===== config.mk =====
export PLATFORM = sky130hd
export DESIGN_NAME = dcec_top
export DESIGN_NICKNAME = d
export VERILOG_FILES = /design/src/dcec_pkg.sv /design/src/dcec_top.sv /design/src/dcec_decode.sv
export SDC_FILE = /design/constraint.sdc
export NUM_CORES = 1
export LEC_CHECK = 0
export ABC_CLOCK_PERIOD_IN_PS = 2500
export BUFFER_PORTS_ARGS = -buffer_cell sky130_fd_sc_hd__buf_4
export CAP_MARGIN = 20
export CORE_ASPECT_RATIO = 1.5
export CORE_MARGIN = 2
export CORE_UTILIZATION = 38
export DETAILED_ROUTE_END_ITERATION = 6
export HOLD_SLACK_MARGIN = 0.1
export PLACE_DENSITY = 0.94
export SYNTH_ARGS = -nofsm -noshare
export SYNTH_HDL_FRONTEND = slang
export SYNTH_HIERARCHICAL = 1
export SYNTH_SLANG_ARGS = --single-unit

===== constraint.sdc =====
create_clock -name clock -period 2.5 [get_ports clock]
set_clock_uncertainty 0.15 [all_clocks]
set_input_delay 0.75 -clock clock [delete_from_list [all_inputs] [get_ports clock]]
set_output_delay 0.75 -clock clock [all_outputs]
set_load 0.01 [all_outputs]

===== src/dcec_pkg.sv =====
// Package: register map, field positions and carrier types for DAC enable
package dcec_pkg;
    localparam logic [3:0] ADDR_CONTROL = 4'h0;
    localparam logic [3:0] ADDR_STATUS = 4'h4;
    localparam int BIT_CH1_OE = 7;
    localparam int BIT_CH0_OE = 6;
    localparam int BIT_SHARED_EN = 5;
    localparam logic [7:0] CONTROL_RESET = 8'h00;
    localparam logic [7:0] RESERVED_MASK = 8'h1f;
    localparam logic [7:0] RESERVED_READ = 8'h1f;
    localparam logic [31:0] UNMAPPED_READ = 32'h0000_0000;

    typedef struct packed {
        logic chan1_output_enable;
        logic chan0_output_enable;
        logic shared_conversion_enable;
    } dcec_ctrl_s;

    typedef struct packed {
        logic chan1_convert;
        logic chan0_convert;
        logic chan1_drive;
        logic chan0_drive;
    } dcec_enables_s;
endpackage : dcec_pkg


===== src/dcec_top.sv =====
// Top: Avalon-MM control register and registered DAC enable outputs
// Function
// RULE1 - Both output enables low: no conversion
// RULE2 - Only channel 0 enabled: channel 0 converts
// RULE3 - Only channel 1 enabled: channel 1 converts
// RULE4 - One enable plus shared bit: both convert
// RULE5 - Both output enables high: both convert
// RULE6 - Channel 1 pin driven only while enabled
// RULE7 - Reset clears all three enable bits
`timescale 1ns/10ps
module dcec_top (
    input wire logic clock,
    input wire logic rst_n,
    input wire logic [3:0] avs_address,
    input wire logic avs_read,
    input wire logic avs_write,
    input wire logic [31:0] avs_writedata,
    input wire logic [3:0] avs_byteenable,
    output logic [31:0] avs_readdata,
    output logic avs_waitrequest,
    output logic chan0_convert,
    output logic chan1_convert,
    output logic chan0_analog_out_en,
    output logic chan1_analog_out
);
    logic [7:0] control_reg;
    logic [7:0] control_next;
    logic [31:0] rdata_reg;
    logic [31:0] rdata_next;
    logic ack_reg;
    logic ack_next;
    dcec_pkg::dcec_ctrl_s ctrl;
    dcec_pkg::dcec_enables_s enables;
    logic req;

    assign req = avs_read | avs_write;
    assign ctrl.chan1_output_enable = control_reg[dcec_pkg::BIT_CH1_OE];
    assign ctrl.chan0_output_enable = control_reg[dcec_pkg::BIT_CH0_OE];
    assign ctrl.shared_conversion_enable =
        control_reg[dcec_pkg::BIT_SHARED_EN];

    // One wait state: answer lands one cycle after request is seen
    always_comb begin
        control_next = control_reg;
        rdata_next = rdata_reg;
        ack_next = 1'b0;
        if (req && !ack_reg) begin
            ack_next = 1'b1;
            if (avs_write && avs_address == dcec_pkg::ADDR_CONTROL &&
                avs_byteenable[0]) begin
                control_next = avs_writedata[7:0] & ~dcec_pkg::RESERVED_MASK;
            end
            if (avs_read) begin
                unique case (avs_address)
                    dcec_pkg::ADDR_CONTROL: begin
                        rdata_next = {24'h00_0000,
                            control_reg | dcec_pkg::RESERVED_READ};
                    end
                    dcec_pkg::ADDR_STATUS: begin
                        rdata_next = {28'h000_0000, enables};
                    end
                    default: begin
                        rdata_next = dcec_pkg::UNMAPPED_READ;
                    end
                endcase
            end
        end
    end

    always_ff @(posedge clock) begin
        if (!rst_n) begin
            control_reg <= dcec_pkg::CONTROL_RESET; // RULE7
            rdata_reg <= 32'h0000_0000;
            ack_reg <= 1'b0;
        end else begin
            control_reg <= control_next;
            rdata_reg <= rdata_next;
            ack_reg <= ack_next;
        end
    end

    dcec_decode u_decode (
        .clock(clock),
        .rst_n(rst_n),
        .ctrl(ctrl),
        .enables(enables)
    );

    // Waitrequest high by default so a fresh request always stalls once
    always_ff @(posedge clock) begin
        if (!rst_n) begin
            avs_waitrequest <= 1'b1;
        end else begin
            avs_waitrequest <= ~(req && !ack_reg);
        end
    end

    assign avs_readdata = rdata_reg;
    assign chan0_convert = enables.chan0_convert;
    assign chan1_convert = enables.chan1_convert;
    assign chan0_analog_out_en = enables.chan0_drive;
    assign chan1_analog_out = enables.chan1_drive; // RULE6
endmodule : dcec_top


===== src/dcec_decode.sv =====
// Decode of the three enable bits into conversion and drive enables
`timescale 1ns/10ps
module dcec_decode (
    input wire logic clock,
    input wire logic rst_n,
    input wire dcec_pkg::dcec_ctrl_s ctrl,
    output dcec_pkg::dcec_enables_s enables
);
    dcec_pkg::dcec_enables_s enables_reg;
    dcec_pkg::dcec_enables_s enables_next;
    logic oe1;
    logic oe0;
    logic shr;

    always_comb begin
        oe1 = ctrl.chan1_output_enable;
        oe0 = ctrl.chan0_output_enable;
        shr = ctrl.shared_conversion_enable;
        enables_next = '0;
        unique case ({oe1, oe0})
            2'b00: begin
                enables_next.chan0_convert = 1'b0; // RULE1
                enables_next.chan1_convert = 1'b0; // RULE1
            end
            2'b01: begin
                enables_next.chan0_convert = 1'b1; // RULE2
                enables_next.chan1_convert = shr; // RULE2 RULE4
            end
            2'b10: begin
                enables_next.chan0_convert = shr; // RULE3 RULE4
                enables_next.chan1_convert = 1'b1; // RULE3
            end
            2'b11: begin
                enables_next.chan0_convert = 1'b1; // RULE5
                enables_next.chan1_convert = 1'b1; // RULE5
            end
        endcase
        enables_next.chan1_drive = oe1; // RULE6
        enables_next.chan0_drive = oe0;
    end

    always_ff @(posedge clock) begin
        if (!rst_n) begin
            enables_reg <= '0; // RULE7
        end else begin
            enables_reg <= enables_next;
        end
    end

    assign enables = enables_reg;
endmodule : dcec_decode


### Yosys cells after proc, flatten, opt, wreduce, memory -nomap -nowiden

Index checks and enable logic that the tools add are counted.

| storage, ports and cells | value |
|---|---|
| register bits after elaboration | 41 |
| output and inout port bits | 37 |

| cells by class | value |
|---|---|
| equal/unequal tests | 4 |
| multiplexer cells | 3 |
| bitwise gates (word level) | 2 |
| reduce and logical (&&, ||, !) cells | 8 |

Operators with widths:

| cell | number |
|---|---|
| 8-bit case mux with 2 select lines | 1 |
| 2-bit case mux with 4 select lines | 1 |
| 2-bit equality test, second input constant | 2 |
| 4-bit by 3-bit equality test with 1-bit output, second input constant | 1 |
| 4-bit zero test | 1 |
| 2-bit AND reduction | 2 |
| 1-bit logical AND | 3 |
| 2-bit by 1-bit equality test with 1-bit output, second input constant | 1 |
| 2-bit zero test | 1 |
| 1-bit zero test | 1 |
| 1-bit 2-to-1 mux | 1 |
| 1-bit NOT | 1 |
| 1-bit OR | 1 |

### Depth between registers and ports, before layout

Gate-level depths: netlist of the first run.

| depth | value |
|---|---|
| depth after elaboration | 4 |
| depth in mapped cells | 4 |
| gate-level depth less buffers | 3 |

### By module

The synthesis of the first run kept the hierarchy.

By module, submodules not included:

| module | instances | cells an instance | area each (µm²) |
|---|---|---|---|
| dcec_top | 1 | 84 | 713.2 |
| dcec_decode | 1 | 10 | 117.6 |

### Least setup slack after synthesis of the first run

No wires, ideal clock.

| timing | value |
|---|---|
| path kind | input to register |
| start point | input avs_address[1] |
| end point | register control_reg[5] |
| arrival | 1559 ps |
| required time | 2278 ps |
| slack | 719 ps |
| stages | 4 |
| path buffers | 1 |
| cell sequence | nor4_4 > and4_1 > buf_4 > mux2i_1 |

| on the way | value |
|---|---|
| longest elaborated chain between the ends | 4 |

Ends and longest elaborated chain:

| element | RTL line | RTL |
|---|---|---|
| from (decl) | dcec_top.sv:14 | `input wire logic [3:0] avs_address,` |
| 4-bit zero test | dcec_top.sv:49 | `if (avs_write && avs_address == dcec_pkg::ADDR_CONTROL &&` |
| 1-bit logical AND (2 in series) | dcec_top.sv:49 |  |
| 2-bit AND reduction (no line) | -- |  |
| to (signal assigned) | dcec_top.sv:72 | `control_reg <= dcec_pkg::CONTROL_RESET;` |
| to (signal assigned) | dcec_top.sv:76 | `control_reg <= control_next;` |
| to (decl) | dcec_top.sv:26 | `logic [7:0] control_reg;` |

Every way passes these cells.
A chain may end at the register's enable or synchronous reset.

### Worst setup path in the final report of the first run

Same ends and word-level chain as after synthesis.

==> results of run 1 <==
per-layer routing:
layer / share of wire, % / track usage, % / up-vias
met4: 1.4 / 8.04 / 0
met2: 54 / 21.1 / 33
li1: - / - / 303
met5: 0 / 0 / -
met3: 9.6 / 3.52 / 4
met1: 35 / 10.3 / 263
area by class of cell:
class	instances	area, um2	area share, %
inverters	2	7.51	0.788
clock inverters	1	5.00	0.526
multi-input cells	70	369	38.8
flip-flops and latches	17	340	35.7
well taps	22	27.5	2.89
repair buffers	24	180	18.9
clock buffers	3	22.5	2.37
cells by family (layout without fill, tap and decap cells):
group                  after synthesis  count (layout)  share of synthesized area [%]
AO/OA/AOI/OAI                        8               8                           6.33
buffers and inverters               30              30                           25.0
other                                1              24                          0.451
multiplexers                         3               3                           3.61
flip-flops                          17              17                           41.0
AND/OR/NAND/NOR                     35              35                           23.6
tightest hold or removal path: cells and delay by family (launching register included):
kind	cells	cell delay [ps]
simple gates	1	50
flops	1	320
compound gates	1	60
final timing paths:
check / from / slack (ps) / endpoint
setup / recovery: avs_address[1] / 780 / control_reg[5]$_SDFFE_PN0P_
hold / removal: avs_readdata[7]$_SDFFE_PN0P_ / 330 / avs_readdata[7]$_SDFFE_PN0P_
setup reg to reg: ack_reg$_SDFF_PN0_ / 1180 / avs_readdata[5]$_SDFFE_PN0P_
hold reg to reg: avs_readdata[7]$_SDFFE_PN0P_ / 330 / avs_readdata[7]$_SDFFE_PN0P_
through the flow:
stage	setup slack [ps]	hold slack, ps	total power, mW	cell area (um2)
detailed placement	460	317	0.361	925
finish	780	329	0.496	952
floorplan	719	311	0.358	917
global placement	485	305	0.358	925
global route	719	359	0.528	952
CTS	764	335	0.502	952
cell usage after synthesis:
library cell | number | share of area, %
nor4_4 | 1 | 2.6
buf_2 | 1 | 0.60
inv_1 | 2 | 0.90
mux2i_1 | 3 | 3.6
nand2_1 | 11 | 5.0
conb_1 | 1 | 0.45
a21oi_1 | 2 | 1.2
clkbuf_1 | 2 | 0.90
o21ai_1 | 1 | 0.60
dfxtp_1 | 17 | 41
o211ai_1 | 1 | 0.90
nand2b_1 | 1 | 0.75
nor3_1 | 5 | 3.0
nor2b_1 | 3 | 2.3
nor2_1 | 4 | 1.8
nor3b_1 | 4 | 3.6
and4_1 | 1 | 1.1
nand3_1 | 3 | 1.8
a21boi_0 | 4 | 3.6
buf_4 | 25 | 23
and2_2 | 2 | 1.8
power groups by stage:
stage	clock, mW	combinational [mW]	sequential [mW]
global route	0.166	0.0791	0.284
finish	0.142	0.0720	0.282
floorplan	0	0.0674	0.291
detailed placement	0	0.0721	0.288
CTS	0.148	0.0722	0.282
global placement	0	0.0698	0.288
==> flow_metrics.env, run 1 <==
export IMPL_synth_area_um2=831
export IMPL_swShare_pct=26.2
export IMPL_place_congestion=0.724
export IMPL_crit_type="input port to register"
export IMPL_gr_total_overflow=0
export IMPL_dieHeight_um=61.3
export IMPL_p_sw_mw=0.130
export IMPL_io_pins=81
export IMPL_critical_path_max_stage_delay_ps=390
export IMPL_cts_sinks=17
export IMPL_clock_latency_ps=290
export IMPL_antenna_found_initial=0
export IMPL_dp_final_hpwl_um=1140
export IMPL_n_fill_cell=220
export IMPL_crit_chain="buf_4, nor4_4, and4_1, mux2i_1"
export IMPL_critPathLaunchType="input port"
export IMPL_viasPerCell=4.34
export IMPL_htreeDepth=1
export IMPL_vdd_drop_max_mv=0.292
export IMPL_post_route_period_util_pct=68.8
export IMPL_p_leak_nw=0.434
export IMPL_areaGrowthSynthToFinish_pct=14.6
export IMPL_path_clk_slew_ps=100
export IMPL_post_route_min_period_ps=1720
export IMPL_cts_inserted_buffers=3
export IMPL_rows=20
export IMPL_yosysUniqueCellTypes=21
export IMPL_crit_cells=4
export IMPL_p_comb_share_pct=14.5
export IMPL_ys_seq_elements=17
export IMPL_drt_iter0_drc=10
export IMPL_core_area_um2=2050
export IMPL_slew_headroom_pct=62.8
export IMPL_cts_setup_buffers=0
export IMPL_cp_top_family="simple AND/OR/NAND/NOR gates"
export IMPL_largest_reg_flops=8
export IMPL_num_vias=603
export IMPL_drive_above_1_share_pct=26.5
export IMPL_clock_path_buffers=2
export IMPL_finalCoreUtilization_pct=46.4
export IMPL_p_seq_share_pct=56.8
export IMPL_dp_cells=135
export IMPL_dieArea_um2=2580
export IMPL_cap_violations=0
export IMPL_ctsHoldBuffers=0
export IMPL_setup_worst_path_end_class="register"
export IMPL_n_antenna_cell=0
export IMPL_route_detailed_drc=0
export IMPL_wire_per_inst_um=10.0
export IMPL_setup_viol=0
export IMPL_clockRootBuffer="clkbuf_4"
export IMPL_final_cell_mix="conb_1 (24), buf_4 (24), dfxtp_1 (17), nand2_1 (11), nor3_1 (5)"
export IMPL_yosysWarnings=6
export IMPL_initial_core_util_pct=40.5
export IMPL_finalHoldViolCount=0
export IMPL_path_max_fanout=5
export IMPL_grt_max_degree=17
export IMPL_power_density_nw_per_um2=521
export IMPL_cp_required_ps=2570
export IMPL_worst_pin_slew_ps=557
export IMPL_slew_viol_final=0
export IMPL_numPortBuffers=24
export IMPL_grt_pass1_vias=537
export IMPL_crit_arrival_ps=1790
export IMPL_cts_tree="yes"
export IMPL_timing_fmax_mhz=581
export IMPL_track_usage_pct=11.3
export IMPL_avgSynthCellArea_um2=8.84
export IMPL_wirelength_um=1390
export IMPL_cp_slowest_cell="nor4_4"
export IMPL_rr_worst_depth=3
export IMPL_dieWidth_um=42.2
export IMPL_hold_depth=2
export IMPL_ys_seq_area_share_pct=41.0
export IMPL_syn_inst=94
export IMPL_grt_pass1_wl_um=2160
export IMPL_outcome="completed"
export IMPL_intPower_mw=0.366
export IMPL_cts_resized=0
export IMPL_hold_class="register to register"
export IMPL_layoutNonFillerInstCount=139
export IMPL_ant_nets=0
export IMPL_clock_power_share_pct=28.7
export IMPL_path_buf_inv=1
export IMPL_drtPass1Iterations=4
export IMPL_num_nets_final=162
export IMPL_rsz0062_at_grt="false"
export IMPL_final_setup_tns_ps=0
Note: power is estimated with default switching activity, not from simulation.
==> inputs of run 2 (changes only) <==
--- a/config.mk
+++ b/config.mk
@@ -5,15 +5,15 @@
 export SDC_FILE = /design/constraint.sdc
 export NUM_CORES = 1
 export LEC_CHECK = 0
-export ABC_CLOCK_PERIOD_IN_PS = 2500
+export ABC_CLOCK_PERIOD_IN_PS = 1500
 export BUFFER_PORTS_ARGS = -buffer_cell sky130_fd_sc_hd__buf_4
 export CAP_MARGIN = 20
 export CORE_ASPECT_RATIO = 1.5
 export CORE_MARGIN = 2
-export CORE_UTILIZATION = 38
+export CORE_UTILIZATION = 32
 export DETAILED_ROUTE_END_ITERATION = 6
 export HOLD_SLACK_MARGIN = 0.1
-export PLACE_DENSITY = 0.94
+export PLACE_DENSITY = 0.85
 export SYNTH_ARGS = -nofsm -noshare
 export SYNTH_HDL_FRONTEND = slang
 export SYNTH_HIERARCHICAL = 1
==> constraint.sdc (replaced) <==
create_clock -name clock -period 1.5 [get_ports clock]
set_clock_uncertainty 0.15 [all_clocks]
set_input_delay 0.45 -clock clock [delete_from_list [all_inputs] [get_ports clock]]
set_output_delay 0.45 -clock clock [all_outputs]
set_load 0.01 [all_outputs]
==> flow_metrics.env, run 2 (same netlist as run 1, synthesis figures left out) <==
export IMPL_finalHoldViolCount=0
export IMPL_path_clk_slew_ps=100
export IMPL_crit_path_end="avs_readdata[6]"
export IMPL_drt_iter0_drc=11
export IMPL_final_cell_mix="buf_4 (27), conb_1 (24), dfxtp_1 (17), nand2_1 (11), nor3_1 (5)"
export IMPL_areaGrowthSynthToFinish_pct=17.6
export IMPL_wirelength_um=1460
export IMPL_grt_pass1_wl_um=2250
export IMPL_viasPerCell=4.33
export IMPL_post_route_period_util_pct=91.9
export IMPL_drtPass1Iterations=4
export IMPL_place_congestion=0.712
export IMPL_antenna_found_initial=0
export IMPL_power_mw=0.837
export IMPL_dieArea_um2=3030
export IMPL_ff_latch_area_um2=340
export IMPL_io_pins=81
export IMPL_cts_tree="yes"
export IMPL_cts_setup_buffers=0
export IMPL_rows=22
export IMPL_hold_depth=2
export IMPL_num_nets_final=165
export IMPL_n_antenna_cell=0
export IMPL_cap_violations=0
export IMPL_crit_type="register to output port"
export IMPL_htreeDepth=1
export IMPL_num_vias=623
export IMPL_crit_cells=1
export IMPL_clockRootBuffer="clkbuf_4"
export IMPL_dieHeight_um=66.4
export IMPL_critPathLaunchType="register"
export IMPL_cts_sinks=17
export IMPL_cp_slowest_cell="dfxtp_1"
export IMPL_grt_max_degree=17
export IMPL_initial_core_util_pct=33.9
export IMPL_timing_fmax_mhz=726
export IMPL_numPortBuffers=24
export IMPL_power_density_nw_per_um2=856
export IMPL_post_route_min_period_ps=1380
export IMPL_grt_pass1_vias=545
export IMPL_track_usage_pct=10.8
export IMPL_dp_slack_ps=-200
export IMPL_ant_nets=0
export IMPL_outcome="completed"
export IMPL_path_max_fanout=2
export IMPL_cp_required_ps=900
export IMPL_hold_class="input port to register"
export IMPL_r2r_end="avs_readdata[1]$_SDFFE_PN0P_"
export IMPL_vdd_drop_max_mv=0.306
export IMPL_n_fill_cell=233
export IMPL_ctsHoldBuffers=0
export IMPL_path_buf_inv=1
export IMPL_clock_latency_ps=290
export IMPL_r2r_slack_ps=280
export IMPL_crit_chain="buf_4"
export IMPL_critical_path_max_stage_delay_ps=360
export IMPL_wire_per_inst_um=10.1
export IMPL_setup_slack_ps=122
export IMPL_setup_viol=0
export IMPL_core_area_um2=2450
export IMPL_setup_worst_path_end_class="output port"
export IMPL_rr_startpoint="ack_reg$_SDFF_PN0_"
export IMPL_multi_input_area_um2=369
export IMPL_rsz0062_at_grt="false"
export IMPL_dp_final_hpwl_um=1210
export IMPL_rr_worst_depth=3
export IMPL_crit_arrival_ps=780
export IMPL_dieWidth_um=45.6
export IMPL_gr_total_overflow=0
export IMPL_cp_top_family="flip-flops"
export IMPL_crit_start="avs_readdata[6]$_SDFFE_PN0P_"
export IMPL_final_common_cell="buf_4"
export IMPL_cts_resized=0
export IMPL_drive_above_1_share_pct=28.3
export IMPL_clock_path_buffers=2
export IMPL_route_detailed_drc=0
export IMPL_largest_reg_flops=8
export IMPL_slew_viol_final=0
export IMPL_p_leak_nw=0.449
export IMPL_cts_inserted_buffers=3
-- run 2: area by class of cell --
class                      instances  share of cell area [%]
tap                               24                    3.07
clock inverter                     1                   0.512
inverter                           2                   0.768
sequential                        17                    34.8
multi-input combinational         70                    37.8
clock buffer                       3                    2.30
timing repair buffer              27                    20.7
-- run 2: how the worst min path moves through the flow --
stage | from | endpoint | slack (ps)
after floorplan | control_reg[5]$_SDFFE_PN0P_ | control_reg[5]$_SDFFE_PN0P_ | 310
after global placement | avs_readdata[4]$_SDFFE_PN0P_ | avs_readdata[4]$_SDFFE_PN0P_ | 310
after detailed placement | avs_readdata[4]$_SDFFE_PN0P_ | avs_readdata[4]$_SDFFE_PN0P_ | 320
after CTS | avs_write | avs_waitrequest$_SDFF_PN1_ | 230
after global routing | avs_write | avs_waitrequest$_SDFF_PN1_ | 250
final | avs_write | avs_waitrequest$_SDFF_PN1_ | 240
-- run 2: metrics by stage --
stage	util (%)	instance area, um2	std cells	TNS (ps)	hold WS (ps)
5_1_grt	39.9	977	144	0	252
3_3_place_gp	38.8	950	140	-305	305
2_1_floorplan	-	917	117	0	311
3_5_place_dp	38.8	950	140	-738	316
6_report	39.9	977	144	0	239
4_1_cts	39.9	977	144	0	232
-- run 2: power breakdown --
group | total, mW | internal (mW) | switching, mW
sequential | 0.470 | 0.464 | 0.00587
combinational | 0.128 | 0.0531 | 0.0746
clock | 0.239 | 0.0994 | 0.140
-- run 2: layer usage --
metal / global-route usage [%] / vias to the layer above / part of all wire, %
met5: 0 / - / 0
met4: 7.72 / 0 / 3.0
met3: 3.28 / 5 / 10
met2: 17.4 / 41 / 51
met1: 11.2 / 268 / 36
li1: - / 309 / -
